===== src/design/olsc_regs.svh =====
`ifndef OLSC_REGS_SVH
`define OLSC_REGS_SVH
`define OLSC_ADDR_CONTROL 8'h04
`define OLSC_ADDR_SCHED 8'h40
`define OLSC_FS_LO 6
`define OLSC_FS_HI 7
`define OLSC_BLE_BIT 5
`define OLSC_CLE_BIT 4
`define OLSC_IE_BIT 3
`define OLSC_PLE_BIT 2
`define OLSC_RATIO_HI 1
`define OLSC_RATIO_LO 0
`define OLSC_SWRST_BIT 0
`define OLSC_SOF_DELAY_US 1000
`define OLSC_CLK_MHZ 20
`define OLSC_SOF_DELAY_CYC (`OLSC_SOF_DELAY_US * `OLSC_CLK_MHZ)
`define OLSC_FRAME_CYC 20000
`define OLSC_RATIO_RST 2'h0
`define OLSC_HUB_RST_CYC 3'h7
`define OLSC_CNT_MAX 3'h4
`define OLSC_HSIZE_WORD 3'h2
`endif


===== src/design/olsc_pkg.sv =====
package olsc_pkg;
  typedef enum logic [1:0]
  {
    state_bus_reset = 2'b00,
    state_resuming = 2'b01,
    state_running = 2'b10,
    state_suspended = 2'b11
  } olsc_fs_type;
  typedef enum logic [1:0]
  {
    olsc_list_none,
    olsc_list_periodic,
    olsc_list_control,
    olsc_list_bulk
  } olsc_list_type;
endpackage


===== src/design/olsc_list_sched.sv =====
`timescale 1ns/100ps
`include "olsc_regs.svh"
// Behaviour
// - state codes: reset, resume, run, suspend
// - start-of-frame begins 1 ms after run
// - software reset enters suspend
// - hardware reset: reset state, hub, port reset
// - bulk enable acts next frame, sampled
// - bulk clear stops at once
// - control enable acts next frame, clear stops
// - control enable checked before each service
// - iso descriptor with enable: continue periodic
// - iso descriptor without enable: leave periodic
// - iso enable takes effect next frame
// - periodic enable and clear both act next frame
// - periodic enable checked before periodic start
// - ratio field gives 1:1 to 4:1
// - ratio vs control count picks control/bulk
// - control count kept across frames
module olsc_list_sched #(
  parameter int unsigned SOF_DELAY_CYC = `OLSC_SOF_DELAY_CYC,
  parameter int unsigned FRAME_CYC = `OLSC_FRAME_CYC
) (
  input wire logic hclk,
  input wire logic hresetn,
  input wire logic hsel,
  input wire logic [31:0] haddr,
  input wire logic [1:0] htrans,
  input wire logic hwrite,
  input wire logic [2:0] hsize,
  input wire logic [31:0] hwdata,
  input wire logic hready,
  output logic [31:0] hrdata,
  output logic hreadyout,
  output logic hresp,
  input wire logic resume_detect,
  input wire logic desc_req,
  input wire logic desc_iso,
  input wire logic desc_nonempty,
  input wire logic periodic_done,
  output logic [1:0] list_sel,
  output logic list_valid,
  output logic sof_out,
  output logic hub_reset,
  output logic port_reset
);

  // bus side
  logic wr_pend_r;
  logic rd_hit;
  logic word_acc;
  logic [7:0] addr_r;
  logic [1:0] fs_r;
  logic ble_r;
  logic cle_r;
  logic ie_r;
  logic ple_r;
  logic [1:0] ratio_r;
  logic [31:0] ctrl_word;
  logic [31:0] sched_word;
  // list side
  logic fr_ble_r;
  logic fr_cle_r;
  logic fr_ie_r;
  logic fr_ple_r;
  logic [2:0] ctrl_cnt_r;
  logic periodic_open_r;
  logic sof_pulse;
  logic resume_s1_r;
  logic resume_s2_r;
  logic sw_reset;
  logic ctrl_wr;
  logic running;
  logic periodic_ok;
  logic ctrl_ok;
  logic bulk_ok;
  logic ctrl_turn;
  logic [1:0] pick_nxt;
  logic [2:0] hw_rst_r;

  function automatic logic addr_is(input logic [7:0] a, input logic [7:0] ref_a);
    addr_is = (a == ref_a);
  endfunction

  // write data phase aimed at one register
  function automatic logic wr_to(input logic pend, input logic [7:0] a, input logic [7:0] ref_a);
    wr_to = pend && addr_is(a, ref_a);
  endfunction

  // address phase capture
  always_ff @(posedge hclk or negedge hresetn)
  begin
    if (!hresetn)
    begin
      wr_pend_r <= 1'b0;
      addr_r <= 8'h00;
    end
    else if (hready)
    begin
      wr_pend_r <= hsel && htrans[1] && hwrite && word_acc;
      addr_r <= haddr[7:0];
    end
  end

  assign word_acc = (hsize == `OLSC_HSIZE_WORD);
  assign rd_hit = hsel && htrans[1] && !hwrite && hready && word_acc;
  assign ctrl_wr = wr_to(wr_pend_r, addr_r, `OLSC_ADDR_CONTROL);
  assign sw_reset = wr_to(wr_pend_r, addr_r, `OLSC_ADDR_SCHED) && hwdata[`OLSC_SWRST_BIT];
  assign running = (fs_r == olsc_pkg::state_running);
  assign ctrl_word = {24'h00_0000, fs_r, ble_r, cle_r, ie_r, ple_r, ratio_r};
  assign sched_word = {25'h000_0000, ctrl_cnt_r, list_valid, 1'b0, list_sel};

  // bus answers: zero wait, always okay
  always_ff @(posedge hclk or negedge hresetn)
  begin
    if (!hresetn)
    begin
      hreadyout <= 1'b1;
      hresp <= 1'b0;
    end
    else
    begin
      hreadyout <= 1'b1;
      hresp <= 1'b0;
    end
  end

  // read data taken in the address phase
  always_ff @(posedge hclk or negedge hresetn)
  begin
    if (!hresetn)
      hrdata <= 32'h0000_0000;
    else if (rd_hit)
    begin
      if (addr_is(haddr[7:0], `OLSC_ADDR_CONTROL))
        hrdata <= ctrl_word;
      else if (addr_is(haddr[7:0], `OLSC_ADDR_SCHED))
        hrdata <= sched_word;
      else
        hrdata <= 32'h0000_0000;
    end
  end

  // resume pin synchroniser
  always_ff @(posedge hclk or negedge hresetn)
  begin
    if (!hresetn)
    begin
      resume_s1_r <= 1'b0;
      resume_s2_r <= 1'b0;
    end
    else
    begin
      resume_s1_r <= resume_detect;
      resume_s2_r <= resume_s1_r;
    end
  end

  // functional state
  always_ff @(posedge hclk or negedge hresetn)
  begin
    if (!hresetn)
      fs_r <= olsc_pkg::state_bus_reset;
    else if (sw_reset)
      fs_r <= olsc_pkg::state_suspended;
    else if (ctrl_wr)
      fs_r <= hwdata[`OLSC_FS_HI:`OLSC_FS_LO];
    else if (fs_r == olsc_pkg::state_suspended && resume_s2_r)
      fs_r <= olsc_pkg::state_resuming;
  end

  // list enable bits
  always_ff @(posedge hclk or negedge hresetn)
  begin
    if (!hresetn)
    begin
      ble_r <= 1'b0;
      cle_r <= 1'b0;
      ie_r <= 1'b0;
      ple_r <= 1'b0;
    end
    else if (ctrl_wr)
    begin
      ble_r <= hwdata[`OLSC_BLE_BIT];
      cle_r <= hwdata[`OLSC_CLE_BIT];
      ie_r <= hwdata[`OLSC_IE_BIT];
      ple_r <= hwdata[`OLSC_PLE_BIT];
    end
  end

  // service ratio, only software restores it after reset
  always_ff @(posedge hclk or negedge hresetn)
  begin
    if (!hresetn)
      ratio_r <= `OLSC_RATIO_RST;
    else if (ctrl_wr)
      ratio_r <= hwdata[`OLSC_RATIO_HI:`OLSC_RATIO_LO];
  end

  // hub reset span after hardware reset
  always_ff @(posedge hclk or negedge hresetn)
  begin
    if (!hresetn)
      hw_rst_r <= 3'h0;
    else if (hw_rst_r != `OLSC_HUB_RST_CYC)
      hw_rst_r <= hw_rst_r + 3'h1;
  end

  // hub first, then ports while in reset state
  always_ff @(posedge hclk or negedge hresetn)
  begin
    if (!hresetn)
    begin
      hub_reset <= 1'b1;
      port_reset <= 1'b0;
    end
    else
    begin
      hub_reset <= (hw_rst_r != `OLSC_HUB_RST_CYC);
      port_reset <= (hw_rst_r == `OLSC_HUB_RST_CYC)
        && (fs_r == olsc_pkg::state_bus_reset);
    end
  end

  // start-of-frame timing
  olsc_sof_timer #(
    .START_CYC(SOF_DELAY_CYC),
    .FRAME_CYC(FRAME_CYC)
  ) u_sof (
    .hclk(hclk),
    .hresetn(hresetn),
    .running(running),
    .sof_pulse(sof_pulse)
  );

  // start-of-frame pin
  always_ff @(posedge hclk or negedge hresetn)
  begin
    if (!hresetn)
      sof_out <= 1'b0;
    else
      sof_out <= sof_pulse;
  end

  // bulk enable of this frame, dropped at once when cleared
  always_ff @(posedge hclk or negedge hresetn)
  begin
    if (!hresetn)
      fr_ble_r <= 1'b0;
    else if (sof_pulse)
      fr_ble_r <= ble_r;
    else
      fr_ble_r <= fr_ble_r && ble_r;
  end

  // control enable of this frame, dropped at once when cleared
  always_ff @(posedge hclk or negedge hresetn)
  begin
    if (!hresetn)
      fr_cle_r <= 1'b0;
    else if (sof_pulse)
      fr_cle_r <= cle_r;
    else
      fr_cle_r <= fr_cle_r && cle_r;
  end

  // iso enable only moves at frame start
  always_ff @(posedge hclk or negedge hresetn)
  begin
    if (!hresetn)
      fr_ie_r <= 1'b0;
    else if (sof_pulse)
      fr_ie_r <= ie_r;
  end

  // periodic enable only moves at frame start
  always_ff @(posedge hclk or negedge hresetn)
  begin
    if (!hresetn)
      fr_ple_r <= 1'b0;
    else if (sof_pulse)
      fr_ple_r <= ple_r;
  end

  // periodic phase of each frame
  always_ff @(posedge hclk or negedge hresetn)
  begin
    if (!hresetn)
      periodic_open_r <= 1'b0;
    else if (sof_pulse)
      periodic_open_r <= ple_r;
    else if (periodic_done)
      periodic_open_r <= 1'b0;
    else if (desc_req && periodic_open_r && desc_iso && !fr_ie_r)
      periodic_open_r <= 1'b0;
  end

  // list eligibility for this pick
  assign periodic_ok = periodic_open_r && fr_ple_r && !(desc_iso && !fr_ie_r);
  assign ctrl_ok = fr_cle_r && cle_r;
  assign bulk_ok = fr_ble_r && ble_r;
  assign ctrl_turn = (ctrl_cnt_r <= {1'b0, ratio_r});

  // pick next list
  always_comb
  begin
    pick_nxt = olsc_pkg::olsc_list_none;
    if (periodic_ok)
      pick_nxt = olsc_pkg::olsc_list_periodic;
    else if (ctrl_ok && (ctrl_turn || !bulk_ok))
      pick_nxt = olsc_pkg::olsc_list_control;
    else if (bulk_ok)
      pick_nxt = olsc_pkg::olsc_list_bulk;
  end

  // chosen list, held until the next request
  always_ff @(posedge hclk or negedge hresetn)
  begin
    if (!hresetn)
      list_sel <= olsc_pkg::olsc_list_none;
    else if (desc_req)
      list_sel <= pick_nxt;
  end

  // one-cycle answer, only while running
  always_ff @(posedge hclk or negedge hresetn)
  begin
    if (!hresetn)
      list_valid <= 1'b0;
    else
      list_valid <= desc_req && (pick_nxt != olsc_pkg::olsc_list_none)
        && running;
  end

  // control descriptor count, kept over frames
  always_ff @(posedge hclk or negedge hresetn)
  begin
    if (!hresetn)
      ctrl_cnt_r <= 3'h0;
    else if (list_valid && list_sel == olsc_pkg::olsc_list_bulk)
      ctrl_cnt_r <= 3'h0;
    else if (list_valid && list_sel == olsc_pkg::olsc_list_control && desc_nonempty)
      ctrl_cnt_r <= (ctrl_cnt_r == `OLSC_CNT_MAX) ? ctrl_cnt_r : ctrl_cnt_r + 3'h1;
  end
endmodule // olsc_list_sched


===== src/design/olsc_sof_timer.sv =====
`timescale 1ns/100ps
`include "olsc_regs.svh"
module olsc_sof_timer #(
  parameter int unsigned START_CYC = `OLSC_SOF_DELAY_CYC,
  parameter int unsigned FRAME_CYC = `OLSC_FRAME_CYC
) (
  input wire logic hclk,
  input wire logic hresetn,
  input wire logic running,
  output logic sof_pulse
);
  logic [15:0] cnt_r;
  logic started_r;
  // start delay then frame-periodic start-of-frame
  always_ff @(posedge hclk or negedge hresetn)
  begin
    if (!hresetn)
    begin
      cnt_r <= 16'h0000;
      started_r <= 1'b0;
      sof_pulse <= 1'b0;
    end
    else if (!running)
    begin
      cnt_r <= 16'h0000;
      started_r <= 1'b0;
      sof_pulse <= 1'b0;
    end
    else if (cnt_r == 16'((started_r ? FRAME_CYC : START_CYC) - 1))
    begin
      cnt_r <= 16'h0000;
      started_r <= 1'b1;
      sof_pulse <= 1'b1;
    end
    else
    begin
      cnt_r <= cnt_r + 16'h0001;
      sof_pulse <= 1'b0;
    end
  end
endmodule // olsc_sof_timer


===== config.mk =====
export PLATFORM = sky130hd
export DESIGN_NAME = olsc_list_sched
export DESIGN_NICKNAME = d
export VERILOG_FILES = /design/src/design/olsc_pkg.sv /design/src/design/olsc_list_sched.sv /design/src/design/olsc_sof_timer.sv
export VERILOG_INCLUDE_DIRS = /design/src /design/src/design
export SDC_FILE = /design/constraint.sdc
export NUM_CORES = 1
export LEC_CHECK = 0
export ABC_CLOCK_PERIOD_IN_PS = 1940
export BUFFER_PORTS_ARGS = -buffer_cell sky130_fd_sc_hd__buf_2
export CAP_MARGIN = 10
export CORE_MARGIN = 5
export CORE_UTILIZATION = 49
export DETAILED_ROUTE_END_ITERATION = 10
export PLACE_DENSITY_LB_ADDON = 0.1
export SYNTH_ARGS = -nofsm -noshare
export SYNTH_HDL_FRONTEND = slang
export SYNTH_HIERARCHICAL = 1
export SYNTH_SLANG_ARGS = --single-unit

===== constraint.sdc =====
create_clock -name hclk -period 1.94 [get_ports hclk]
set_clock_uncertainty 0.1 [all_clocks]
set_input_delay 0.194 -clock hclk [delete_from_list [all_inputs] [get_ports hclk]]
set_output_delay 0.194 -clock hclk [all_outputs]
set_load 0.02 [all_outputs]

=== Word-level counts from Yosys, hierarchy flattened ===
Index checks and enable logic that the tools add are counted.

* Add/sub/neg operators: 3
* Magnitude comparators: 1
* Equality and inequality tests: 14
* Multiplexer cells: 20
* Reduce and logical (&&, ||, !) cells: 36

{| class="wikitable"
|+ Operators by type and width
! operator !! number
|-
| two-way mux 16 bit || 2
|-
| two-way mux 32 bit || 1
|-
| logical AND 1 bit || 25
|-
| adder 16 x 1 -> 16 bit, second input constant || 1
|-
| == test 16 x 15 -> 1 bit, second input constant || 1
|-
| == test 8 x 3 -> 1 bit, second input constant || 2
|-
| == test 8 x 7 -> 1 bit, second input constant || 2
|-
| two-way mux 2 bit || 6
|-
| two-way mux 3 bit || 3
|-
| == test 2 bit, second input constant || 4
|-
| two-way mux 1 bit || 7
|-
| two-way mux 7 bit || 1
|-
| adder 3 x 1 -> 3 bit, second input constant || 2
|-
| == test 3 bit, second input constant || 2
|-
| nonzero test 3 bit || 2
|-
| logical NOT 1 bit || 4
|-
| nonzero test 2 bit || 2
|-
| == test 3 x 2 -> 1 bit, second input constant || 1
|-
| less-or-equal comparator 3 x 2 -> 1 bit || 1
|-
| inequality test 3 bit, second input constant || 1
|-
| logical NOT 2 bit || 1
|-
| inequality test 2 bit, second input constant || 1
|-
| AND reduction 2 bit || 1
|-
| logical OR 1 bit || 1
|}

* Register bits: 85
* Input port bits: 79
* Output and inout port bits: 40
* Word-level logic and storage cells: 99

=== Logic depth before layout (Yosys ltp) ===
Gate-level depths: netlist of run 1.

* Depth in word-level cells: 9
* Gate-level depth with buffers: 7
* Depth with buffers taken out: 6

=== Cells and area by module ===
The synthesis of run 1 kept the hierarchy.

{| class="wikitable"
|+ Modules (own cells, without submodules)
! module !! times used !! cells an instance !! area each (µm²) !! sequential area each (µm²)
|-
| olsc_list_sched || 1 || 176 || 2132.0 || 1102.3
|-
| olsc_sof_timer || 1 || 84 || 870.8 || 425.4
|}

=== Worst setup path before layout of run 1 ===
OpenSTA, ideal clock, no wires.

* Kind: register -> register
* From: reg u_sof.cnt_r[0]
* To: reg u_sof.cnt_r[8]
* Library setup time: 119 ps
* Arrival time: 1574 ps
* Data required time: 1721 ps
* Setup slack: 147 ps
* Cell stages (with the launch flop): 7
* Path buffers: 1
* Period minus slack after synthesis: 1793 ps
* Cells stage by stage: dfrtp_1 > ha_1 > nand4_2 > or3_4 > o21ai_4 > buf_8 > nor2_2

* Longest elaborated chain between the ends: 3
* Elaborated cells between the ends (all ways): 4
* Those cells by class: add/sub (1); eq/ne (1); mux (2)

{| class="wikitable"
|+ RTL lines
! what !! line !! source
|-
| start: declaration || olsc_sof_timer.sv:12 || <nowiki>logic [15:0] cnt_r;</nowiki>
|-
| start signal: assignment || olsc_sof_timer.sv:37 || <nowiki>cnt_r <= cnt_r + 16'h0001;</nowiki>
|-
| adder 16 x 1 -> 16 bit or == test 16 x 15 -> 1 bit (tied branches) || olsc_sof_timer.sv:37, olsc_sof_timer.sv:29 ||
|-
| two-way mux 16 bit (*) || olsc_sof_timer.sv:29 || <nowiki>else if (cnt_r == 16'((started_r ? FRAME_CYC : START_CYC) - 1))</nowiki>
|-
| two-way mux 16 bit (*) || olsc_sof_timer.sv:23 || <nowiki>else if (!running)</nowiki>
|}

Mark *: on every way between the ends. The rest lies on a longest branch, timed or not.
A chain may end at the register's enable or synchronous reset.

=== Worst setup path in the final report of run 1 ===
* From: in haddr[7]
* To: reg hrdata[0]

* Longest elaborated chain between the ends: 3
* Elaborated cells between the ends (all ways): 4
* Those cells by class: eq/ne (2); mux (2)

{| class="wikitable"
|+ RTL lines
! what !! line !! source
|-
| start: declaration || olsc_list_sched.sv:27 || <nowiki>input wire logic [31:0] haddr,</nowiki>
|-
| == test 8 x 7 -> 1 bit || olsc_list_sched.sv:82 || <nowiki>addr_is = (a == ref_a);</nowiki>
|-
| two-way mux 7 bit || olsc_list_sched.sv:137 || <nowiki>else if (addr_is(haddr[7:0], `OLSC_ADDR_SCHED))</nowiki>
|-
| two-way mux 32 bit (*) || olsc_list_sched.sv:135 || <nowiki>if (addr_is(haddr[7:0], `OLSC_ADDR_CONTROL))</nowiki>
|-
| end signal: assignment || olsc_list_sched.sv:136 || <nowiki>hrdata <= ctrl_word;</nowiki>
|-
| end signal: assignment || olsc_list_sched.sv:138 || <nowiki>hrdata <= sched_word;</nowiki>
|-
| end: declaration || olsc_list_sched.sv:33 || <nowiki>output logic [31:0] hrdata,</nowiki>
|}

Marks and branches as above.

==> results.md, run 1 <==
- Fmax: 556 MHz
- CP bufs+invs: 2
- Endpoints failing setup: 0
- Clk network pwr share: 42.1%
- Seq/Total Area, Yosys: roughly half
- Period utilisation layout: 92.6%
- EDFF count, synth: 0
- Data required, critical path: roughly 2100 ps
- Critical Path AT: a little under 2000 ps
- Via density: ~5.0
- CTS tree: built
- Post-synthesis cell area: roughly 3000 µm²
- Status: finished, final reports clean
- Peak supply drop: ~0.47 mV
- # DRC: 0
- Routed WL: about 6 mm
- Int Power: 2.01 mW
- Comb pwr share: around 7.3%
- Slew Limit Fails: 0
- Total negative slack: 0 ps
- Synth unique cells: between 50 and 60
- Crit path kind: in2reg
- Sequential power share: between 50% and 60%
- CTS buffer count: 9
- Area Growth Syn to Fin: 20.0%
- DRT iter0 DRCs: 74
- WL/cell: 14.3 µm
- Min-delay src: haddr[5]
- Die area: roughly 8000 µm²
- Post-route insts no fill: ~410
- IO Pins: 119
- H-Tree Depth: 3
- YS warnings: 6
- CP top delay family: simple AND/OR/NAND/NOR gates
- CTS max path bufs: 2
- Placed insts: around 380
- Die Height: approximately 88 µm
- Syn_area_per_cell: 11.5 µm²
- Hold Worst Slack: between 20 and 25 ps
- CP max stage cell: dlygate4sd3_1
- Worst stage delay on the critical path: ~530 ps
- Origin of the worst setup path: haddr[7]
- Worst R2R Start: u_sof/cnt_r[1]
- MaxCap Viol Count: 0
- Clk_lat worst skew: 330 ps
- CORE AREA: 5960 µm²
- Minimum clock period: around 1800 ps
- RSZ-0062 raised after global routing: no
- Final Hold Viols: 0
- Post-synth top flop: dfrtp_1
- Setup Fix Bufs, Post-CTS: 0
- GPL Wtd Cong: 0.850
- Leakage: between 1.5 and 2 nW
- Pwr Density: between 700 and 800 nW/µm²
- Startpoint type of the worst setup path: primary input
- Syn Inst Count: 260
- Largest net degree at the start of global routing: 29
- Detailed placement HPWL: approximately 4.3 mm
- Slew @ Worst Pin: about 540 ps
- Num Clock Sinks: about 60
- Final #Nets: 418
- Worst Hold Path Cells: 2
- #FFs+latches synth: between 60 and 70
- Critical Path, Cell by Cell: dlygate4sd3_1 > buf_2 > or4_1 > nor3_2 > and4bb_2 > a221o_2
- Slew margin rel.: between 60% and 70%
- HP Class: in2reg
- Number of global-route vias before repair: approximately 2.0k
- I/O Buffers: 43
- R2r worst-path depth: 6
- FILL cells: 525
- Global-route wire length before repair: between 9 and 10 mm
- Ys async rst share: 100%
- Grt ovf: 0
- Row count: 28
- Crit Path Max Fanout: 8
- Initial antenna violation count: 0
- Setup crit end kind: register
- 1st-pass router iterations: 4
- RR Endpoint: u_sof/cnt_r[15]
- NetSw: around 0.61 mW
- Reg2reg setup slack: roughly 180 ps
- Starting density of the core: around half
- Vias post-DR: just over 2k
- Diodes inserted: 0
- Total GRT Usage: between 10% and 20%
- Hold worst-path end: addr_r[5]
- Clock transition at path regs: roughly 60 ps
- Ratio of cells with drive above 1 in the final layout: 33.2%
- Post-route ant nets: 0
- Sw frac: between 20% and 30%
- Clk root buf: clkbuf_8
- DIE WIDTH: between 80 and 90 µm
-- power by group through the flow --
stage	clock network [mW]	logic, mW	registers, mW
after detailed placement	0	0.167	1.35
after global placement	0	0.165	1.35
after floorplan	0	0.131	1.34
after global routing	1.20	0.211	1.33
after CTS	1.14	0.190	1.32
final	1.10	0.190	1.32
-- worst reg2reg max path, stage by stage, from the launching register on --
cell and delay [ps]:
dfrtp_1 390, ha_1 230, nand4_2 130, or3_4 420, o21ai_4 150, buf_12 160
a21oi_1 50
-- cell usage after synthesis (2+ instances only) --
cell type | n | area share, %
and2_1 | 2 | 0.42
nand4_1 | 3 | 0.63
a221o_1 | 2 | 0.67
ha_1 | 7 | 2.9
a22o_1 | 2 | 0.58
and3_1 | 2 | 0.42
a21oi_1 | 5 | 0.83
or4b_1 | 2 | 0.67
buf_4 | 26 | 6.5
mux2_2 | 18 | 6.7
nor2b_1 | 2 | 0.42
nor3_1 | 7 | 1.2
buf_6 | 2 | 0.75
xnor2_1 | 13 | 3.8
a221o_2 | 6 | 2.2
nand3_1 | 7 | 1.2
xor2_1 | 3 | 0.88
conb_1 | 2 | 0.25
o21a_1 | 2 | 0.50
dfrtp_1 | 60 | 50
nor2_2 | 10 | 2.1
nor2_1 | 12 | 1.5
or2_2 | 2 | 0.42
inv_1 | 12 | 1.5
nand2_1 | 15 | 1.9
nor4_1 | 5 | 1.0
a31oi_1 | 2 | 0.42
and2_0 | 6 | 1.3
-- cells by family after synthesis --
| group | synth area share, % |
|---|---|
| flops | 50.9 |
| mux | 6.75 |
| compound gates | 7.46 |
| fa+ha+maj | 2.92 |
| buf+inv | 9.42 |
| xor+xnor | 4.67 |
| other cells | 0.250 |
| simple gates | 17.7 |
-- worst max path at each step --
stage | to | slack [ps] | cells past startpoint
3_5_place_dp | hrdata[6] | 30 | 5
5_1_grt | hrdata[0] | 50 | 6
3_3_place_gp | hrdata[3] | 20 | 5
4_1_cts | hrdata[0] | 40 | 6
2_1_floorplan | u_sof/cnt_r[8] | 150 | 6
6_report | hrdata[0] | 140 | 6
-- layout by cell type, fill, tap and decap left out, drive strengths merged, types with 2 or more instances in the layout --
cell type and instances:
nand4b 2, a21oi 5, nor2b 2, nor4 5
nor3 8, a22o 2, a221o 8, inv 12
and4bb 2, ha 7, or2 2, xor2 3
nor2 22, and3 2, dfrtp 60, conb 26
nand3 8, dlygate4sd3 15, nand4 4, or4b 2
xnor2 13, clkinv 2, mux2 18, buf 52
o21a 2, a31oi 2, clkbuf 12, nand2 15
and2 8, o21ai 2
-- sequential cells by signal (all words and copies together) (netlist names), 2 cells and up --
| register | count |
|---|---|
| addr_r | 8 |
| ctrl_cnt_r | 3 |
| fs_r | 2 |
| hrdata | 8 |
| hw_rst_r | 3 |
| list_sel | 2 |
| ratio_r | 2 |
| u_sof/cnt_r | 16 |
-- per-stage QoR --
stage,utilization (%),cell area (µm²),power (mW),setup WS [ps]
6_report,60.5,3600,2.61,143
5_1_grt,60.5,3600,2.73,50.8
4_1_cts,60.4,3600,2.65,42.4
3_5_place_dp,54.7,3260,1.51,30.7
3_3_place_gp,54.7,3260,1.51,23.9
2_1_floorplan,-,3090,1.47,147
-- what timing repair did --
item / CTS / global route
endpoints found under the hold margin: 35 / 0
endpoints found under the setup margin: 0 / 8
hold buffers: 15 / 0
gates resized for setup: 0 / 2
-- area by class of cell --
| cell class | instances | area [µm²] | area share [%] |
|---|---|---|---|
| inverter | 12 | 45.0 | 1.25 |
| timing repair buffer | 67 | 458 | 12.7 |
| clock buffer | 12 | 145 | 4.03 |
| multi-input combinational | 181 | 1290 | 35.7 |
| clock inverter | 4 | 47.5 | 1.32 |
| sequential | 61 | 1530 | 42.4 |
| tap | 75 | 93.8 | 2.60 |
-- routing by layer --
layer / global-route usage [%] / wire length [µm] / up-vias / part of all wire, %
met4: 5.91 / 53 / 0 / 0.90
met2: 25.5 / 2780 / 47 / 47
met1: 21.7 / 2670 / 998 / 45
met3: 6.70 / 398 / 4 / 6.7
met5: 0 / 0 / - / 0
li1: - / - / 1001 / -
Power figures use the tool's default switching activity.
==> inputs of run 2 (changes only) <==
--- a/config.mk
+++ b/config.mk
@@ -9,6 +9,7 @@
 export ABC_CLOCK_PERIOD_IN_PS = 1940
 export BUFFER_PORTS_ARGS = -buffer_cell sky130_fd_sc_hd__buf_2
 export CAP_MARGIN = 10
+export CORE_ASPECT_RATIO = 0.5
 export CORE_MARGIN = 5
 export CORE_UTILIZATION = 49
 export DETAILED_ROUTE_END_ITERATION = 10
==> run 2 against run 1 <==
First-iteration DRC count fell by 12%; die area grew 1.2%; global-route usage shrank 0.81 points; fmax down 1.5%; clock power up 46%; largest power group is now clock; critical path depth is 1 lower.
==> results.md, run 2 (same netlist as run 1, synthesis figures left out) <==
- Vias post-DR: 2034 (-0.78%)
- CORE AREA: 6010 µm² (+0.84%)
- Diodes inserted: 0 (unchanged)
- Largest Register: u_sof/cnt_r
- Clk_lat worst skew: 320 ps (about the same)
- WL/cell: 14.4 µm (+0.65%)
- DIE WIDTH: 121 µm (+37%)
- Die Height: 65.4 µm (-26%)
- Leakage: 1.67 nW (+0.90%)
- Peak supply drop: 0.507 mV (+6.9%)
- Top Registers: u_sof/cnt_r: 16 flops, addr_r: 8 flops, hrdata: 8 flops
- Post-Route Utilization: 60.3% (-0.21 points)
- Crit Path Max Fanout: 3 (-5)
- MaxCap Viol Count: 0 (unchanged)
- CTS tree: built
- Status: finished, final reports clean
- Clk root buf: clkbuf_16
- RSZ-0062 raised after global routing: no
- IO Pins: 119 (unchanged)
- Pwr Density: 857 nW/µm² (+18%)
- Minimum clock period: 1820 ps (+26.5 ps)
- Period utilisation layout: 94.0% (+1.4 points)
- Initial antenna violation count: 0 (unchanged)
- # DRC: 0 (unchanged)
- Most common cell after layout, fill and taps aside: dfrtp_1
- Startpoint type of the worst setup path: register
- Grt ovf: 0 (unchanged)
- Total GRT Usage: 15.9% (-0.81 points)
- CTS buffer count: 9 (unchanged)
- Hold Worst Slack: 11.6 ps (-10.4 ps)
- CP bufs+invs: 1 (-1)
- Via density: 5.03 (+1.2%)
- Endpoints failing setup: 0 (unchanged)
- Total negative slack: 0 ps (unchanged)
- Ratio of cells with drive above 1 in the final layout: 33.9% (+0.71 points)
- Detailed placement HPWL: 4.26 mm (-0.57%)
- Setup crit end kind: register
- Critical Path, Cell by Cell: nor4b_1 > buf_4 > nand2_1 > or2_2 > a221o_1
- Slew Limit Fails: 0 (unchanged)
- CP max stage cell: dfrtp_1
- Area Growth Syn to Fin: 20.6%
- Post-cts repair resize count: 0 (unchanged)
- GPL Wtd Cong: 0.777 (-8.5%)
- CTS max path bufs: 2 (unchanged)
- Critical Path AT: 1920 ps (-50 ps)
- 1st-pass router iterations: 4 (unchanged)
- HP Class: in2reg
- Post-route ant nets: 0 (unchanged)
- Global-route wire length before repair: 9.83 mm (+1.1%)
- Max reg flops: 16 (unchanged)
- Starting density of the core: 50.0% (-0.42 points)
- Crit path kind: reg2reg
- Row count: 20 (-29%)
- Largest net degree at the start of global routing: 55 (+90%)
- DRT iter0 DRCs: 65 (-12%)
- Cts hold-fix bufs: 5 (-10)
- Num Clock Sinks: 61 (unchanged)
- CP top delay family: simple AND/OR/NAND/NOR gates
- Worst stage delay on the critical path: 370 ps (-160 ps)
- Data required, critical path: 2030 ps (-80 ps)
- Final Hold Viols: 0 (unchanged)
- Clock transition at path regs: 50 ps (about the same)
- Die area: 7890 µm² (+1.2%)
- Setup Fix Bufs, Post-CTS: 0 (unchanged)
- Fmax: 548 MHz (-1.5%)
- Number of global-route vias before repair: 2051 (+0.39%)
- I/O Buffers: 43 (unchanged)
- Final #Nets: 408 (-2.4%)
- H-Tree Depth: 3 (unchanged)
- Routed WL: 5.82 mm (-1.3%)
- Post-route insts no fill: 404 (-1.9%)
- Commonest cells after routing, fill and taps aside: 60 x dfrtp_1, 43 x buf_2, 26 x conb_1
- Placed insts: 383 (+0.52%)
run 2: cell count changes in the layout (fill, tap and decap cells not counted):
cell / before / now
and4bb_1: 0 / 1
and4bb_2: 2 / 1
clkbuf_1: 2 / 1
clkbuf_16: 0 / 9
clkbuf_8: 10 / 3
clkinv_2: 2 / 1
dlygate4sd3_1: 15 / 5
nor3_1: 6 / 7
nor3_2: 2 / 1
run 2: path summary, 6_finish.rpt:
kind	start	end	slack (ps)	cells past startpoint
setup / recovery	addr_r[5]	fs_r[1]	120	5
hold / removal	hwdata[5]	ble_r	10	2
setup reg to reg	addr_r[5]	fs_r[1]	120	5
hold reg to reg	resume_s1_r	resume_s2_r	250	0
max in group asynchronous	hresetn	hub_reset	990	3
min in group asynchronous	hresetn	wr_pend_r	160	2
run 2: final cells by class:
cell class	instances	area, µm²
repair buffers	57	358
multi-input cells	181	1280
well taps	77	96.3
inverters	12	45.0
clock buffers	13	270
clock inverters	3	42.5
flip-flops and latches	61	1530
fillers	520	2380
run 2: metal layers:
| layer | vias up | wire length [µm] | track usage (%) |
|---|---|---|---|
| li1 | 983 | - | - |
| met1 | 988 | 2630 | 19.5 |
| met2 | 59 | 2800 | 26.9 |
| met3 | 4 | 374 | 5.93 |
| met4 | 0 | 21 | 3.81 |
| met5 | - | 0 | 0 |
run 2: stage by stage:
stage	power, mW	setup slack (ps)	instance area, µm²
2_1_floorplan	1.47	147	3090
3_3_place_gp	1.51	6.05	3260
3_5_place_dp	1.51	6.43	3260
4_1_cts	3.16	113	3620
5_1_grt	3.23	24.9	3620
6_report	3.11	116	3620
run 2: power by group:
| part | leakage [nW] | total [mW] | internal, mW | switching (mW) |
|---|---|---|---|---|
| registers | 0.784 | 1.33 | 1.30 | 0.0234 |
| clock network | 0.152 | 1.61 | 1.09 | 0.511 |
| logic | 0.729 | 0.173 | 0.0664 | 0.107 |
==> inputs of run 3 (changes only) <==
--- a/config.mk
+++ b/config.mk
@@ -14,6 +14,7 @@
 export CORE_UTILIZATION = 49
 export DETAILED_ROUTE_END_ITERATION = 10
 export PLACE_DENSITY_LB_ADDON = 0.1
+export SETUP_SLACK_MARGIN = 0.4
 export SYNTH_ARGS = -nofsm -noshare
 export SYNTH_HDL_FRONTEND = slang
 export SYNTH_HIERARCHICAL = 1
==> run 3 against run 2 <==
Fmax is 5.1% higher; final cell count up 3.7%; global-route usage up 1.7 points; total power rose by 4.5%; flip-flop and latch count stayed put; clock-buffer cell count is 1 lower; register-to-register slack better by 90 ps; clock power increased by 7%; setup slack improved by 88 ps; wire length rose by 11%; cell area increased by 8.4%; sequential share of layout area is 3.2 points lower.
==> results.md, run 3 (same netlist as run 1, synthesis figures left out) <==
- Comb pwr share: 5.7% (about the same)
- Clk root buf: clkbuf_16
- Total negative slack: 0 ps (unchanged)
- Data required, critical path: 2090 ps (+60 ps)
- IO Pins: 119 (unchanged)
- Number of global-route vias before repair: 2184 (+6.5%)
- Max reg flops: 16 (unchanged)
- Clk_lat worst skew: 320 ps (about the same)
- Critical Path AT: 1890 ps (-30 ps)
- Post-route insts no fill: 419 (+3.7%)
- HP Class: in2reg
- MaxCap Viol Count: 0 (unchanged)
- Num Clock Sinks: 61 (unchanged)
- Final #Nets: 423 (+3.7%)
- Fmax: 576 MHz (+5.1%)
- Clock transition at path regs: 50 ps (about the same)
- Total GRT Usage: 17.6% (+1.7 points)
- Startpoint type of the worst setup path: register
- Via density: 5.05 (+0.40%)
- Clk network pwr share: 53.4% (+1.7 points)
- Int Power: 2.57 mW (+4.1%)
- Largest Register: u_sof/cnt_r
- Peak supply drop: 0.425 mV (-16%)
- Final Hold Viols: 0 (unchanged)
- Die Height: 65.4 µm (unchanged)
- Setup crit end kind: register
- DRT iter0 DRCs: 86 (+32%)
- Global-route wire length before repair: 10.6 mm (+7.9%)
- Leakage: 1.78 nW (+7.1%)
- Most common cell after layout, fill and taps aside: dfrtp_1
- Vias post-DR: 2118 (+4.1%)
- Overall power: 3.24 mW (+4.5%)
- Post-route ant nets: 0 (unchanged)
- Slew Limit Fails: 0 (unchanged)
- Starting density of the core: 50.0% (unchanged)
- WL/cell: 15.4 µm (+7.2%)
- FILL cells: 464 (-11%)
- CORE AREA: 6010 µm² (unchanged)
- NetSw: 0.680 mW (+6.0%)
- GPL Wtd Cong: 0.778 (+0.13%)
- Sw frac: 20.9% (+0.30 points)
- Die area: 7890 µm² (unchanged)
- Initial antenna violation count: 0 (unchanged)
- Top Registers: u_sof/cnt_r: 16 flops, addr_r: 8 flops, hrdata: 8 flops
- CTS max path bufs: 2 (unchanged)
- 1st-pass router iterations: 4 (unchanged)
- I/O Buffers: 43 (unchanged)
- Routed WL: 6.47 mm (+11%)
- Crit Path Max Fanout: 3 (unchanged)
- Status: finished, final reports clean
- DIE WIDTH: 121 µm (unchanged)
- Row count: 20 (unchanged)
- Commonest cells after routing, fill and taps aside: 59 x dfrtp_1, 43 x buf_2, 26 x conb_1
- Largest net degree at the start of global routing: 62 (+13%)
- Sequential power share: 41.0% (-1.7 points)
- Period utilisation layout: 89.4% (-4.6 points)
- Grt ovf: 0 (unchanged)
- Placed insts: 380 (-0.78%)
- H-Tree Depth: 3 (unchanged)
- Area Growth Syn to Fin: 30.8%
- # DRC: 0 (unchanged)
- Pwr Density: 826 nW/µm² (-3.6%)
- Minimum clock period: 1740 ps (-88.5 ps)
- CTS buffer count: 9 (unchanged)
- Area after DPL: 3270 µm² (+0.23%)
- RSZ-0062 raised after global routing: yes
- Endpoints failing setup: 0 (unchanged)
- Ratio of cells with drive above 1 in the final layout: 41.8% (+7.9 points)
- Crit path kind: reg2reg
- CTS tree: built
- Diodes inserted: 0 (unchanged)
- Detailed placement HPWL: 4.21 mm (-1.2%)
- Finished Cell Area: 3930 µm² (+8.4%)
==> run 3: area by class of cell <==
| cell class | instances | area (µm²) | area share, % |
|---|---|---|---|
| Clock buffer | 12 | 256 | 6.53 |
| Clock inverter | 4 | 70.1 | 1.78 |
| Inverter | 12 | 45.0 | 1.15 |
| Multi-Input combinational cell | 181 | 1420 | 36.1 |
| Sequential cell | 61 | 1530 | 38.9 |
| Tap cell | 77 | 96.3 | 2.45 |
| Timing Repair Buffer | 72 | 513 | 13.1 |
==> run 3: worst max-delay path, cell delays in order (launching register included) <==
cell and delay, ps:
dfrtp_1 390, buf_6 120, buf_6 80, nand4_1 150, nor3_2 190, or4b_1 490, a21oi_2 140
==> run 3: path summary, 6_finish.rpt <==
check                                from         endpoint  slack [ps]  cells after the start
setup / recovery           u_sof/cnt_r[1]  u_sof/cnt_r[15]         200                      6
hold / removal                  hwdata[5]            ble_r           6                      2
setup reg to reg           u_sof/cnt_r[1]  u_sof/cnt_r[15]         200                      6
hold reg to reg               resume_s1_r      resume_s2_r         260                      0
max in group asynchronous         hresetn        hub_reset        1130                      3
min in group asynchronous         hresetn   u_sof/cnt_r[1]         290                      3
==> run 3: timing repair <==
item,in CTS,in global routing
gates resized for setup,14,15
setup buffers,15,2
cloned,1,0
hold buffers,5,0
endpoints found under the setup margin,30,26
endpoints found under the hold margin,64,0
pin swaps,12,8
==> run 3: stage by stage <==
| stage | hold WS (ps) | util [%] | setup slack, ps |
|---|---|---|---|
| floorplan | -202 | - | 244 |
| global placement | 124 | 54.4 | 0.560 |
| detailed placement | 126 | 54.4 | -6.13 |
| CTS | 4.95 | 63.8 | 248 |
| global route | 3.70 | 65.4 | 159 |
| finish | 6.14 | 65.4 | 205 |
==> run 3: metal layers <==
| metal | vias to the layer above | part of all wire, % | track usage (%) |
|---|---|---|---|
| li1 | 1012 | - | - |
| met1 | 1030 | 42 | 21.0 |
| met2 | 64 | 49 | 30.1 |
| met3 | 12 | 7.0 | 6.45 |
| met4 | 0 | 1.8 | 5.23 |
| met5 | - | 0 | 0 |
==> run 3: power groups by stage <==
stage	Clock, mW	Sequential, mW	Combinational, mW
2_1_floorplan	0	1.34	0.133
3_3_place_gp	0	1.35	0.162
3_5_place_dp	0	1.35	0.166
4_1_cts	1.76	1.33	0.185
5_1_grt	1.82	1.33	0.204
6_report	1.73	1.33	0.183
